$ cat config.mk
export PLATFORM = sky130hd
export DESIGN_NAME = hts_sequencer
export DESIGN_NICKNAME = d
export VERILOG_FILES = /design/src/hts_pkg.sv /design/src/hts_sequencer.sv
export SDC_FILE = /design/constraint.sdc
export NUM_CORES = 1
export LEC_CHECK = 0
export BUFFER_PORTS_ARGS = -buffer_cell sky130_fd_sc_hd__buf_2
export CORE_ASPECT_RATIO = 0.8
export CORE_UTILIZATION = 40
export DETAILED_ROUTE_END_ITERATION = 12
export GPL_TIMING_DRIVEN = 1
export PLACE_DENSITY_LB_ADDON = 0.3
export SETUP_SLACK_MARGIN = 0.3
export SLEW_MARGIN = 30
export SYNTH_ARGS = -nofsm -noshare
export SYNTH_HDL_FRONTEND = slang
export SYNTH_SLANG_ARGS = --single-unit
$ cat constraint.sdc
create_clock -name CLK_SYS_I -period 3.15 [get_ports CLK_SYS_I]
set_clock_uncertainty 0.1 [all_clocks]
set_input_delay 0.945 -clock CLK_SYS_I [delete_from_list [all_inputs] [get_ports CLK_SYS_I]]
set_output_delay 0.945 -clock CLK_SYS_I [all_outputs]
set_load 0.01 [all_outputs]
$ cat src/hts_pkg.sv
// Constants and types for the illumination current and emitter channel sequencer.
// Assumes a 200 MHz system clock, 24-bit wide code and control registers and 16-bit threshold registers.
package hts_pkg;

   // Register offsets
   localparam logic [7:0]  ADDR_TX_CODES   = 8'h29;
   localparam logic [7:0]  ADDR_TX_CTRL    = 8'h2A;
   localparam logic [7:0]  ADDR_SAT_THR    = 8'h2B;
   localparam logic [7:0]  ADDR_ACC_THR    = 8'h2C;

   // Reset values
   localparam logic [23:0] TX_CODES_RST    = 24'h000000;
   localparam logic [23:0] TX_CTRL_RST     = 24'h000000;
   localparam logic [15:0] SAT_THR_RST     = 16'h0000;
   localparam logic [15:0] ACC_THR_RST     = 16'h0000;

   // Field positions in the code register
   localparam int TX0_LOW_LSB   = 0;
   localparam int TX0_HIGH_LSB  = 5;
   localparam int TX1_LOW_LSB   = 10;
   localparam int TX1_HIGH_LSB  = 15;
   localparam int TX2_LOW_LSB   = 20;
   localparam int TX2_LOW_W     = 4;
   // Field positions in the control register
   localparam int SW_EN_BIT     = 0;
   localparam int FIX_CH_LSB    = 1;
   localparam int SEQ_LSB       = 3;
   localparam int SEQ_W         = 12;
   localparam int ADAPT_EN_BIT  = 15;
   localparam int FIX_LVL_BIT   = 16;
   localparam int TX2_HIGH_LSB  = 18;
   localparam int TX2_LOW_MSB_BIT = 23;

   localparam int CODE_W        = 5;
   localparam int THR_W         = 16;
   localparam int SUBCNT_W      = 12;
   localparam int SEQ_ENTRIES   = 6;

   // Sub-frame length: 10,000 sequencer clocks at 40 MHz
   localparam int SUBFRAME_SEQ_CLKS = 10000;
   localparam int SEQ_CLK_NS        = 25;
   localparam int SUBFRAME_NS       = SUBFRAME_SEQ_CLKS * SEQ_CLK_NS;
   localparam int SYS_CLK_MHZ       = 200;
   localparam int SUBFRAME_CYC      = SUBFRAME_NS * SYS_CLK_MHZ / 1000;

   typedef enum logic [0:0] {
      ST_IDLE,
      ST_RUN
   } hts_state_e;

   typedef struct packed {
      logic        wr;
      logic        rd;
      logic [7:0]  addr;
      logic [23:0] wdata;
   } hts_reg_req_s;

   typedef struct packed {
      logic [CODE_W-1:0] low;
      logic [CODE_W-1:0] high;
   } hts_codes_s;

endpackage : hts_pkg

$ cat src/hts_sequencer.sv
// Illumination level and emitter channel sequencer with its configuration registers.
// Assumes register requests, run control and amplitude results come from logic on CLK_SYS_I.
// Summary of operation
// - Adaptive, high level: above saturation go low
// - Adaptive, low level: below accuracy go high
// - Judge level from first sub-frame result
// - Keep or swap level for rest of frame
// - Adaptive off: one-bit select fixes level
// - Each channel has low and high codes
// - Third channel low code spans two registers
// - At most one emitter output active
// - Switching enabled: change channel between samples
// - Six two-bit entries, lowest first, repeating
// - Switching disabled: use fixed channel select
// - Calibration set follows active channel
// - Sequencing works in every run mode
// - Sub-frame 10,000 sequencer clocks, count plus one
`timescale 1ns/1ps
module hts_sequencer #(
   parameter int SUBFRAME_CYC = hts_pkg::SUBFRAME_CYC
) (
   input  wire logic                         CLK_SYS_I,
   input  wire logic                         RSTN_I,
   input  wire logic                         CE_I,
   input  wire hts_pkg::hts_reg_req_s        REG_REQ_I,
   output logic [23:0]                       REG_RDATA_O,
   output logic                              REG_RVALID_O,
   input  wire logic                         RUN_I,
   input  wire logic [hts_pkg::SUBCNT_W-1:0] NUM_SUB_FRAMES_I,
   input  wire logic                         AMP_VALID_I,
   input  wire logic [hts_pkg::THR_W-1:0]    AMP_I,
   output logic [2:0]                        TX_EN_O,
   output logic [hts_pkg::CODE_W-1:0]        CURRENT_CODE_O,
   output logic                              LEVEL_HIGH_O,
   output logic [2:0]                        CAL_SEL_O,
   output logic                              FRAME_START_O,
   output logic                              SUBFRAME_START_O
);

   localparam int CYC_W = $clog2(SUBFRAME_CYC);
   localparam logic [CYC_W-1:0] CYC_LAST = CYC_W'(SUBFRAME_CYC - 1);

   // Configuration registers
   logic [23:0]                     codes_q, codes_d;
   logic [23:0]                     ctrl_q, ctrl_d;
   logic [hts_pkg::THR_W-1:0]       sat_q, sat_d;
   logic [hts_pkg::THR_W-1:0]       acc_q, acc_d;
   logic [23:0]                     rdata_q, rdata_d;
   logic                            rvalid_q, rvalid_d;

   // Sequencing state
   hts_pkg::hts_state_e             state_q, state_d;
   logic [CYC_W-1:0]                cyc_q, cyc_d;
   logic [hts_pkg::SUBCNT_W-1:0]    sub_q, sub_d;
   logic [2:0]                      seq_idx_q, seq_idx_d;
   logic [1:0]                      ch_q, ch_d;
   logic                            lvl_q, lvl_d;
   logic [2:0]                      tx_en_q, tx_en_d;
   logic [hts_pkg::CODE_W-1:0]      code_q, code_d;
   logic                            out_lvl_q, out_lvl_d;
   logic [2:0]                      cal_q, cal_d;
   logic                            fstart_q, fstart_d;
   logic                            sstart_q, sstart_d;

   logic                            sw_en;
   logic                            adapt_en;
   logic                            eff_lvl;
   logic                            frame_begin;
   hts_pkg::hts_codes_s             ch_codes [3];

   // Per-channel code sets
   always_comb
   begin
      ch_codes[0].low  = codes_q[hts_pkg::TX0_LOW_LSB  +: hts_pkg::CODE_W];
      ch_codes[0].high = codes_q[hts_pkg::TX0_HIGH_LSB +: hts_pkg::CODE_W];
      ch_codes[1].low  = codes_q[hts_pkg::TX1_LOW_LSB  +: hts_pkg::CODE_W];
      ch_codes[1].high = codes_q[hts_pkg::TX1_HIGH_LSB +: hts_pkg::CODE_W];
      ch_codes[2].low  = {ctrl_q[hts_pkg::TX2_LOW_MSB_BIT],
                          codes_q[hts_pkg::TX2_LOW_LSB +: hts_pkg::TX2_LOW_W]};
      ch_codes[2].high = ctrl_q[hts_pkg::TX2_HIGH_LSB +: hts_pkg::CODE_W];
   end

   // Register writes
   always_comb
   begin
      codes_d  = codes_q;
      ctrl_d   = ctrl_q;
      sat_d    = sat_q;
      acc_d    = acc_q;
      if (REG_REQ_I.wr)
      begin
         if (REG_REQ_I.addr == hts_pkg::ADDR_TX_CODES)
            codes_d = REG_REQ_I.wdata;
         else if (REG_REQ_I.addr == hts_pkg::ADDR_TX_CTRL)
            ctrl_d = REG_REQ_I.wdata;
         else if (REG_REQ_I.addr == hts_pkg::ADDR_SAT_THR)
            sat_d = REG_REQ_I.wdata[hts_pkg::THR_W-1:0];
         else if (REG_REQ_I.addr == hts_pkg::ADDR_ACC_THR)
            acc_d = REG_REQ_I.wdata[hts_pkg::THR_W-1:0];
      end
   end

   // Writes land at the edge that takes them
   always_ff @(posedge CLK_SYS_I or negedge RSTN_I)
   begin
      if (!RSTN_I)
      begin
         codes_q <= hts_pkg::TX_CODES_RST;
         ctrl_q  <= hts_pkg::TX_CTRL_RST;
         sat_q   <= hts_pkg::SAT_THR_RST;
         acc_q   <= hts_pkg::ACC_THR_RST;
      end
      else if (CE_I)
      begin
         codes_q <= codes_d;
         ctrl_q  <= ctrl_d;
         sat_q   <= sat_d;
         acc_q   <= acc_d;
      end
   end

   // Read data stands until the next read
   always_comb
   begin
      rdata_d  = rdata_q;
      rvalid_d = REG_REQ_I.rd;
      if (REG_REQ_I.rd)
      begin
         if (REG_REQ_I.addr == hts_pkg::ADDR_TX_CODES)
            rdata_d = codes_q;
         else if (REG_REQ_I.addr == hts_pkg::ADDR_TX_CTRL)
            rdata_d = ctrl_q;
         else if (REG_REQ_I.addr == hts_pkg::ADDR_SAT_THR)
            rdata_d = {8'h00, sat_q};
         else if (REG_REQ_I.addr == hts_pkg::ADDR_ACC_THR)
            rdata_d = {8'h00, acc_q};
         else
            rdata_d = 24'h000000;
      end
   end

   always_ff @(posedge CLK_SYS_I or negedge RSTN_I)
   begin
      if (!RSTN_I)
      begin
         rdata_q  <= 24'h000000;
         rvalid_q <= 1'b0;
      end
      else if (CE_I)
      begin
         rdata_q  <= rdata_d;
         rvalid_q <= rvalid_d;
      end
   end

   assign sw_en    = ctrl_q[hts_pkg::SW_EN_BIT];
   assign adapt_en = ctrl_q[hts_pkg::ADAPT_EN_BIT];

   // Frame timing, channel stepping and level decision
   always_comb
   begin
      state_d     = state_q;
      cyc_d       = cyc_q;
      sub_d       = sub_q;
      seq_idx_d   = seq_idx_q;
      ch_d        = ch_q;
      lvl_d       = lvl_q;
      frame_begin = 1'b0;
      sstart_d    = 1'b0;
      case (state_q)
         hts_pkg::ST_IDLE:
         begin
            if (RUN_I)
            begin
               state_d     = hts_pkg::ST_RUN;
               frame_begin = 1'b1;
            end
         end
         hts_pkg::ST_RUN:
         begin
            if (cyc_q == CYC_LAST)
            begin
               cyc_d = '0;
               if (sub_q >= NUM_SUB_FRAMES_I)
               begin
                  sub_d = '0;
                  if (RUN_I)
                     frame_begin = 1'b1;
                  else
                     state_d = hts_pkg::ST_IDLE;
               end
               else
               begin
                  sub_d    = sub_q + 1'b1;
                  sstart_d = 1'b1;
               end
            end
            else
               cyc_d = cyc_q + 1'b1;
            // First sub-frame result steers the rest of the frame
            if (adapt_en && AMP_VALID_I && sub_q == '0)
            begin
               if (lvl_q && AMP_I > sat_q)
                  lvl_d = 1'b0;
               else if (!lvl_q && AMP_I < acc_q)
                  lvl_d = 1'b1;
            end
         end
         default:
            state_d = hts_pkg::ST_IDLE;
      endcase
      if (frame_begin)
      begin
         cyc_d    = '0;
         sub_d    = '0;
         sstart_d = 1'b1;
         if (sw_en)
         begin
            ch_d      = ctrl_q[hts_pkg::SEQ_LSB + 2*seq_idx_q +: 2];
            seq_idx_d = (seq_idx_q == 3'(hts_pkg::SEQ_ENTRIES - 1)) ? 3'h0 : seq_idx_q + 3'h1;
         end
         else
         begin
            ch_d      = ctrl_q[hts_pkg::FIX_CH_LSB +: 2];
            seq_idx_d = 3'h0;
         end
      end
      fstart_d = frame_begin;
   end

   // Emitter drive stage follows the next channel and level
   always_comb
   begin
      // Decided level is kept across frames
      eff_lvl  = adapt_en ? lvl_d : ctrl_q[hts_pkg::FIX_LVL_BIT];
      tx_en_d  = 3'h0;
      code_d   = '0;
      if (state_d == hts_pkg::ST_RUN && ch_d != 2'h3)
      begin
         tx_en_d = 3'(1) << ch_d;
         code_d  = eff_lvl ? ch_codes[ch_d].high : ch_codes[ch_d].low;
      end
      out_lvl_d = eff_lvl;
      cal_d     = {ch_d, eff_lvl};
   end

   always_ff @(posedge CLK_SYS_I or negedge RSTN_I)
   begin
      if (!RSTN_I)
      begin
         state_q   <= hts_pkg::ST_IDLE;
         cyc_q     <= '0;
         sub_q     <= '0;
         seq_idx_q <= 3'h0;
         ch_q      <= 2'h0;
         lvl_q     <= 1'b0;
         fstart_q  <= 1'b0;
         sstart_q  <= 1'b0;
      end
      else if (CE_I)
      begin
         state_q   <= state_d;
         cyc_q     <= cyc_d;
         sub_q     <= sub_d;
         seq_idx_q <= seq_idx_d;
         ch_q      <= ch_d;
         lvl_q     <= lvl_d;
         fstart_q  <= fstart_d;
         sstart_q  <= sstart_d;
      end
   end

   // Emitter drive registers
   always_ff @(posedge CLK_SYS_I or negedge RSTN_I)
   begin
      if (!RSTN_I)
      begin
         tx_en_q   <= 3'h0;
         code_q    <= '0;
         out_lvl_q <= 1'b0;
         cal_q     <= 3'h0;
      end
      else if (CE_I)
      begin
         tx_en_q   <= tx_en_d;
         code_q    <= code_d;
         out_lvl_q <= out_lvl_d;
         cal_q     <= cal_d;
      end
   end

   assign REG_RDATA_O      = rdata_q;
   assign REG_RVALID_O     = rvalid_q;
   assign TX_EN_O          = tx_en_q;
   assign CURRENT_CODE_O   = code_q;
   assign LEVEL_HIGH_O     = out_lvl_q;
   assign CAL_SEL_O        = cal_q;
   assign FRAME_START_O    = fstart_q;
   assign SUBFRAME_START_O = sstart_q;

endmodule : hts_sequencer

==> results.sh <==
export IMPL_power_switching_mw=1.34
export IMPL_die_area_um2=21100
export IMPL_relSlewSlack_pct=67.2
export IMPL_drv_cap=0
export IMPL_yosysWarnings=0
export IMPL_switching_share_pct=27.5
export IMPL_endpoint_kind="flop"
export IMPL_hold_buffers=0
export IMPL_ant_nets=0
export IMPL_cts_buffer_depth=2
export IMPL_routed_via_density=5.38
export IMPL_cpMaxStageDelayCell="mux2_4"
export IMPL_holdWs_ps=356
export IMPL_grt_max_degree=51
export IMPL_routed_wl_um=22500
export IMPL_post_drt_wl_per_cell_um=18.1
export IMPL_num_rows=46
export IMPL_initialDrtViolationCount=501
export IMPL_grt_pass1_vias=6287
export IMPL_route_vias_total=6706
export IMPL_h_tree_depth=4
export IMPL_ios=106
export IMPL_overflow=0
export IMPL_ys_seq_elements=151
export IMPL_clkLatencyLatePin_ps=430
export IMPL_cts_tree="yes"
export IMPL_fmax_mhz=340
export IMPL_maxSlewViolCount=0
export IMPL_setup_viol=0
export IMPL_synth_edf_count=0
export IMPL_power_density_nw_per_um2=473
export IMPL_worstMarginPinSlew_ps=493
export IMPL_synth_top_flop_cell="dfrtp_1"
export IMPL_cts_root_buffer="clkbuf_16"
export IMPL_hp_class="primary input to asynchronous set/reset pin"
export IMPL_die_x_um=162
export IMPL_grt_usage_pct=22.3
export IMPL_crit_top_cell="nand2b_4"
export IMPL_finalHoldViolCount=0
export IMPL_period_needed_ps=2950
export IMPL_cts_sinks=151
export IMPL_chipHeight_um=130
export IMPL_ys_seq_area_share_pct=46.1
export IMPL_finalCritPeriodShare_pct=93.5
export IMPL_gp_congestion=0.827
export IMPL_dr_pass1_iters=4
export IMPL_numCtsBuffers=17
export IMPL_n_antenna_cell=0
export IMPL_cp_cell_sequence="buf_6, ha_4, nand2b_4, a2111oi_4, o31a_1, o311ai_4, and3_4, mux2_4, a21oi_4, nand2b_4, o211a_1"
export IMPL_grt_antenna_before_repair=0
export IMPL_required_ps=3410
export IMPL_ff2ff_setup_slack_ps=290
export IMPL_nets=1083
export IMPL_rsz0062_at_grt="true"
export IMPL_max_vdd_ir_drop_v=0.000303
export IMPL_power_frac_seq_pct=43.7
export IMPL_p_comb_share_pct=13.3
export IMPL_synth_area_um2=8200
export IMPL_p_clk_share_pct=42.9
export IMPL_start_kind="primary input"
export IMPL_area_delta_synth_final_pct=25.4
export IMPL_power_internal_mw=3.53
export IMPL_dpl_cell_area_um2=9480
export IMPL_synth_async_sr_flop_share_pct=100
export IMPL_cts_clk_slew_worst_paths_ps=70
export IMPL_port_buffers=105
export IMPL_outcome="completed"
export IMPL_max_stage_delay_ps=370
export IMPL_ys_top_cells_by_area="dfrtp_1, ha_1, mux2_2, o21ai_0, nand2_1"
export IMPL_finalInstanceArea_um2=10300
export IMPL_critPathMaxFanout=7
export IMPL_drc=0
export IMPL_placedCellCount=1206
export IMPL_start_util_pct=41.1
export IMPL_fin_cells=1247
export IMPL_synth_cell_types=65
export IMPL_power_leakage_nw=5.02
export IMPL_worst_endpoint_arrival_ps=3210
export IMPL_core_um2=20000
export IMPL_yosys_area_top_type="dfrtp_1"
export IMPL_drive_gt1_share_pct=30.5
export IMPL_syn_avg_cell_area_um2=9.93
export IMPL_hpwl_um=16800
export IMPL_grt_pass1_wl_um=35500
export IMPL_yosys_area_top_type_share_pct=46.1
export IMPL_synthCells=826
export IMPL_critPathKind="primary input to flop"
export IMPL_synth_fp_nets=939
[registers in the layout (all words and copies together), names as in the netlist, 2 cells and up]
signal and flops:
CURRENT_CODE_O 5, sub_q 12, TX_EN_O 3, REG_RDATA_O 24
sat_q 16, acc_q 16, codes_q 24, ctrl_q 24
ch_q 2, seq_idx_q 3, cyc_q 16
[worst paths after layout]
kind,end,cells past startpoint,startpoint
worst max-delay path,CURRENT_CODE_O[2]$_DFFE_PN0P_,11,NUM_SUB_FRAMES_I[0]
worst min-delay path,cyc_q[7]$_DFFE_PN0P_,1,RSTN_I
worst max register to register,CURRENT_CODE_O[2]$_DFFE_PN0P_,11,sub_q[0]$_DFFE_PN0P_
worst min register to register,REG_RDATA_O[2]$_DFFE_PN0P_,2,REG_RDATA_O[2]$_DFFE_PN0P_
max in group asynchronous,acc_q[8]$_DFFE_PN0P_,2,RSTN_I
min in group CLK_SYS_I,REG_RDATA_O[2]$_DFFE_PN0P_,2,REG_RDATA_O[2]$_DFFE_PN0P_
[cells in the mapped netlist, drive strengths merged, types with 2 or more instances]
master and n:
o32ai 2, nor4b 3, o31ai 6, a22oi 8
mux2i 13, a21o 3, a211oi 2, o2111ai 5
and3 11, o211a 5, a31oi 5, nor2b 2
nor3 5, clkbuf 20, ha 46, mux2 68
nand4 10, nor4 3, a22o 4, nand2 104
inv 55, o2bb2ai 2, and2 2, a21oi 55
xor2 5, dfrtp 151, o31a 2, and2b 2
buf 16, o21ai 100, mux4 4, nand3 27
nor3b 2, nor2 50, nand2b 7, o211ai 6
[critical path: cells and delay by family]
family / cells / cell delay (ps)
adders and majority gates: 1 / 240
and+or+nand+nor: 3 / 580
muxes: 1 / 370
AOI/OAI and AO/OA: 5 / 970
buffers and inverters: 1 / 100
[final cells by class]
cell class,instances,area [um2]
sequential,151,3780
timing repair buffer,157,1020
multi-input combinational,588,4340
fill,1832,9690
clock inverter,14,160
clock buffer,18,439
inverter,55,206
tap,264,330
[power by group through the flow]
| stage | Clock, mW | Combinational, mW | Sequential [mW] |
|---|---|---|---|
| after floorplan | 0 | 0.372 | 2.13 |
| after global placement | 0 | 0.597 | 2.16 |
| after detailed placement | 0 | 0.615 | 2.16 |
| after CTS | 2.13 | 0.640 | 2.12 |
| after global routing | 2.22 | 0.718 | 2.14 |
| final | 2.09 | 0.647 | 2.13 |
[cell usage in the layout, fill, tap and decap left out, types with 10 or more instances in the layout]
master	count
o21ai_0	95
mux2i_1	13
nand2_1	103
a21oi_1	53
buf_4	43
nor2_1	50
ha_1	41
clkbuf_16	17
nand3_1	24
nand4_1	10
inv_1	53
buf_2	103
dfrtp_1	151
mux2_4	27
mux2_2	43
[per-layer routing]
| metal | vias up | GRT usage, % | part of all wire [%] |
|---|---|---|---|
| met1 | 3227 | 35.1 | 51 |
| li1 | 3241 | - | - |
| met2 | 219 | 30.4 | 41 |
| met4 | 0 | 5.05 | 1.0 |
| met5 | - | 0 | 0 |
| met3 | 19 | 4.99 | 6.8 |
[kinds of logic after synthesis]
| kind of cell | count (synthesis) | synth area share (%) |
|---|---|---|
| adders and majority gates | 46 | 7.02 |
| AOI/OAI and AO/OA | 214 | 15.8 |
| xor gates and xnor gates | 6 | 0.641 |
| DFF | 151 | 46.1 |
| and+or+nand+nor | 233 | 13.5 |
| muxes | 85 | 12.1 |
| buffers and inverters | 91 | 4.87 |
[stage by stage]
stage          power (mW)  setup TNS, ps  util (%)  setup slack, ps
2_1_floorplan        2.50           -131         -            -73.8
5_1_grt              5.08              0      51.5              153
3_3_place_gp         2.75          -1990      47.5             -268
3_5_place_dp         2.77          -2340      47.5             -316
6_report             4.86              0      51.5              205
4_1_cts              4.89              0      51.0              228
[what timing repair did]
action / in CTS / in global routing
gates cloned: 4 / 1
pin swaps: 2 / 5
endpoints found under the setup margin: 8 / 13
buffers inserted: 3 / 1
resized for setup: 8 / 17
No activity file was read; power rests on OpenSTA's default activity.
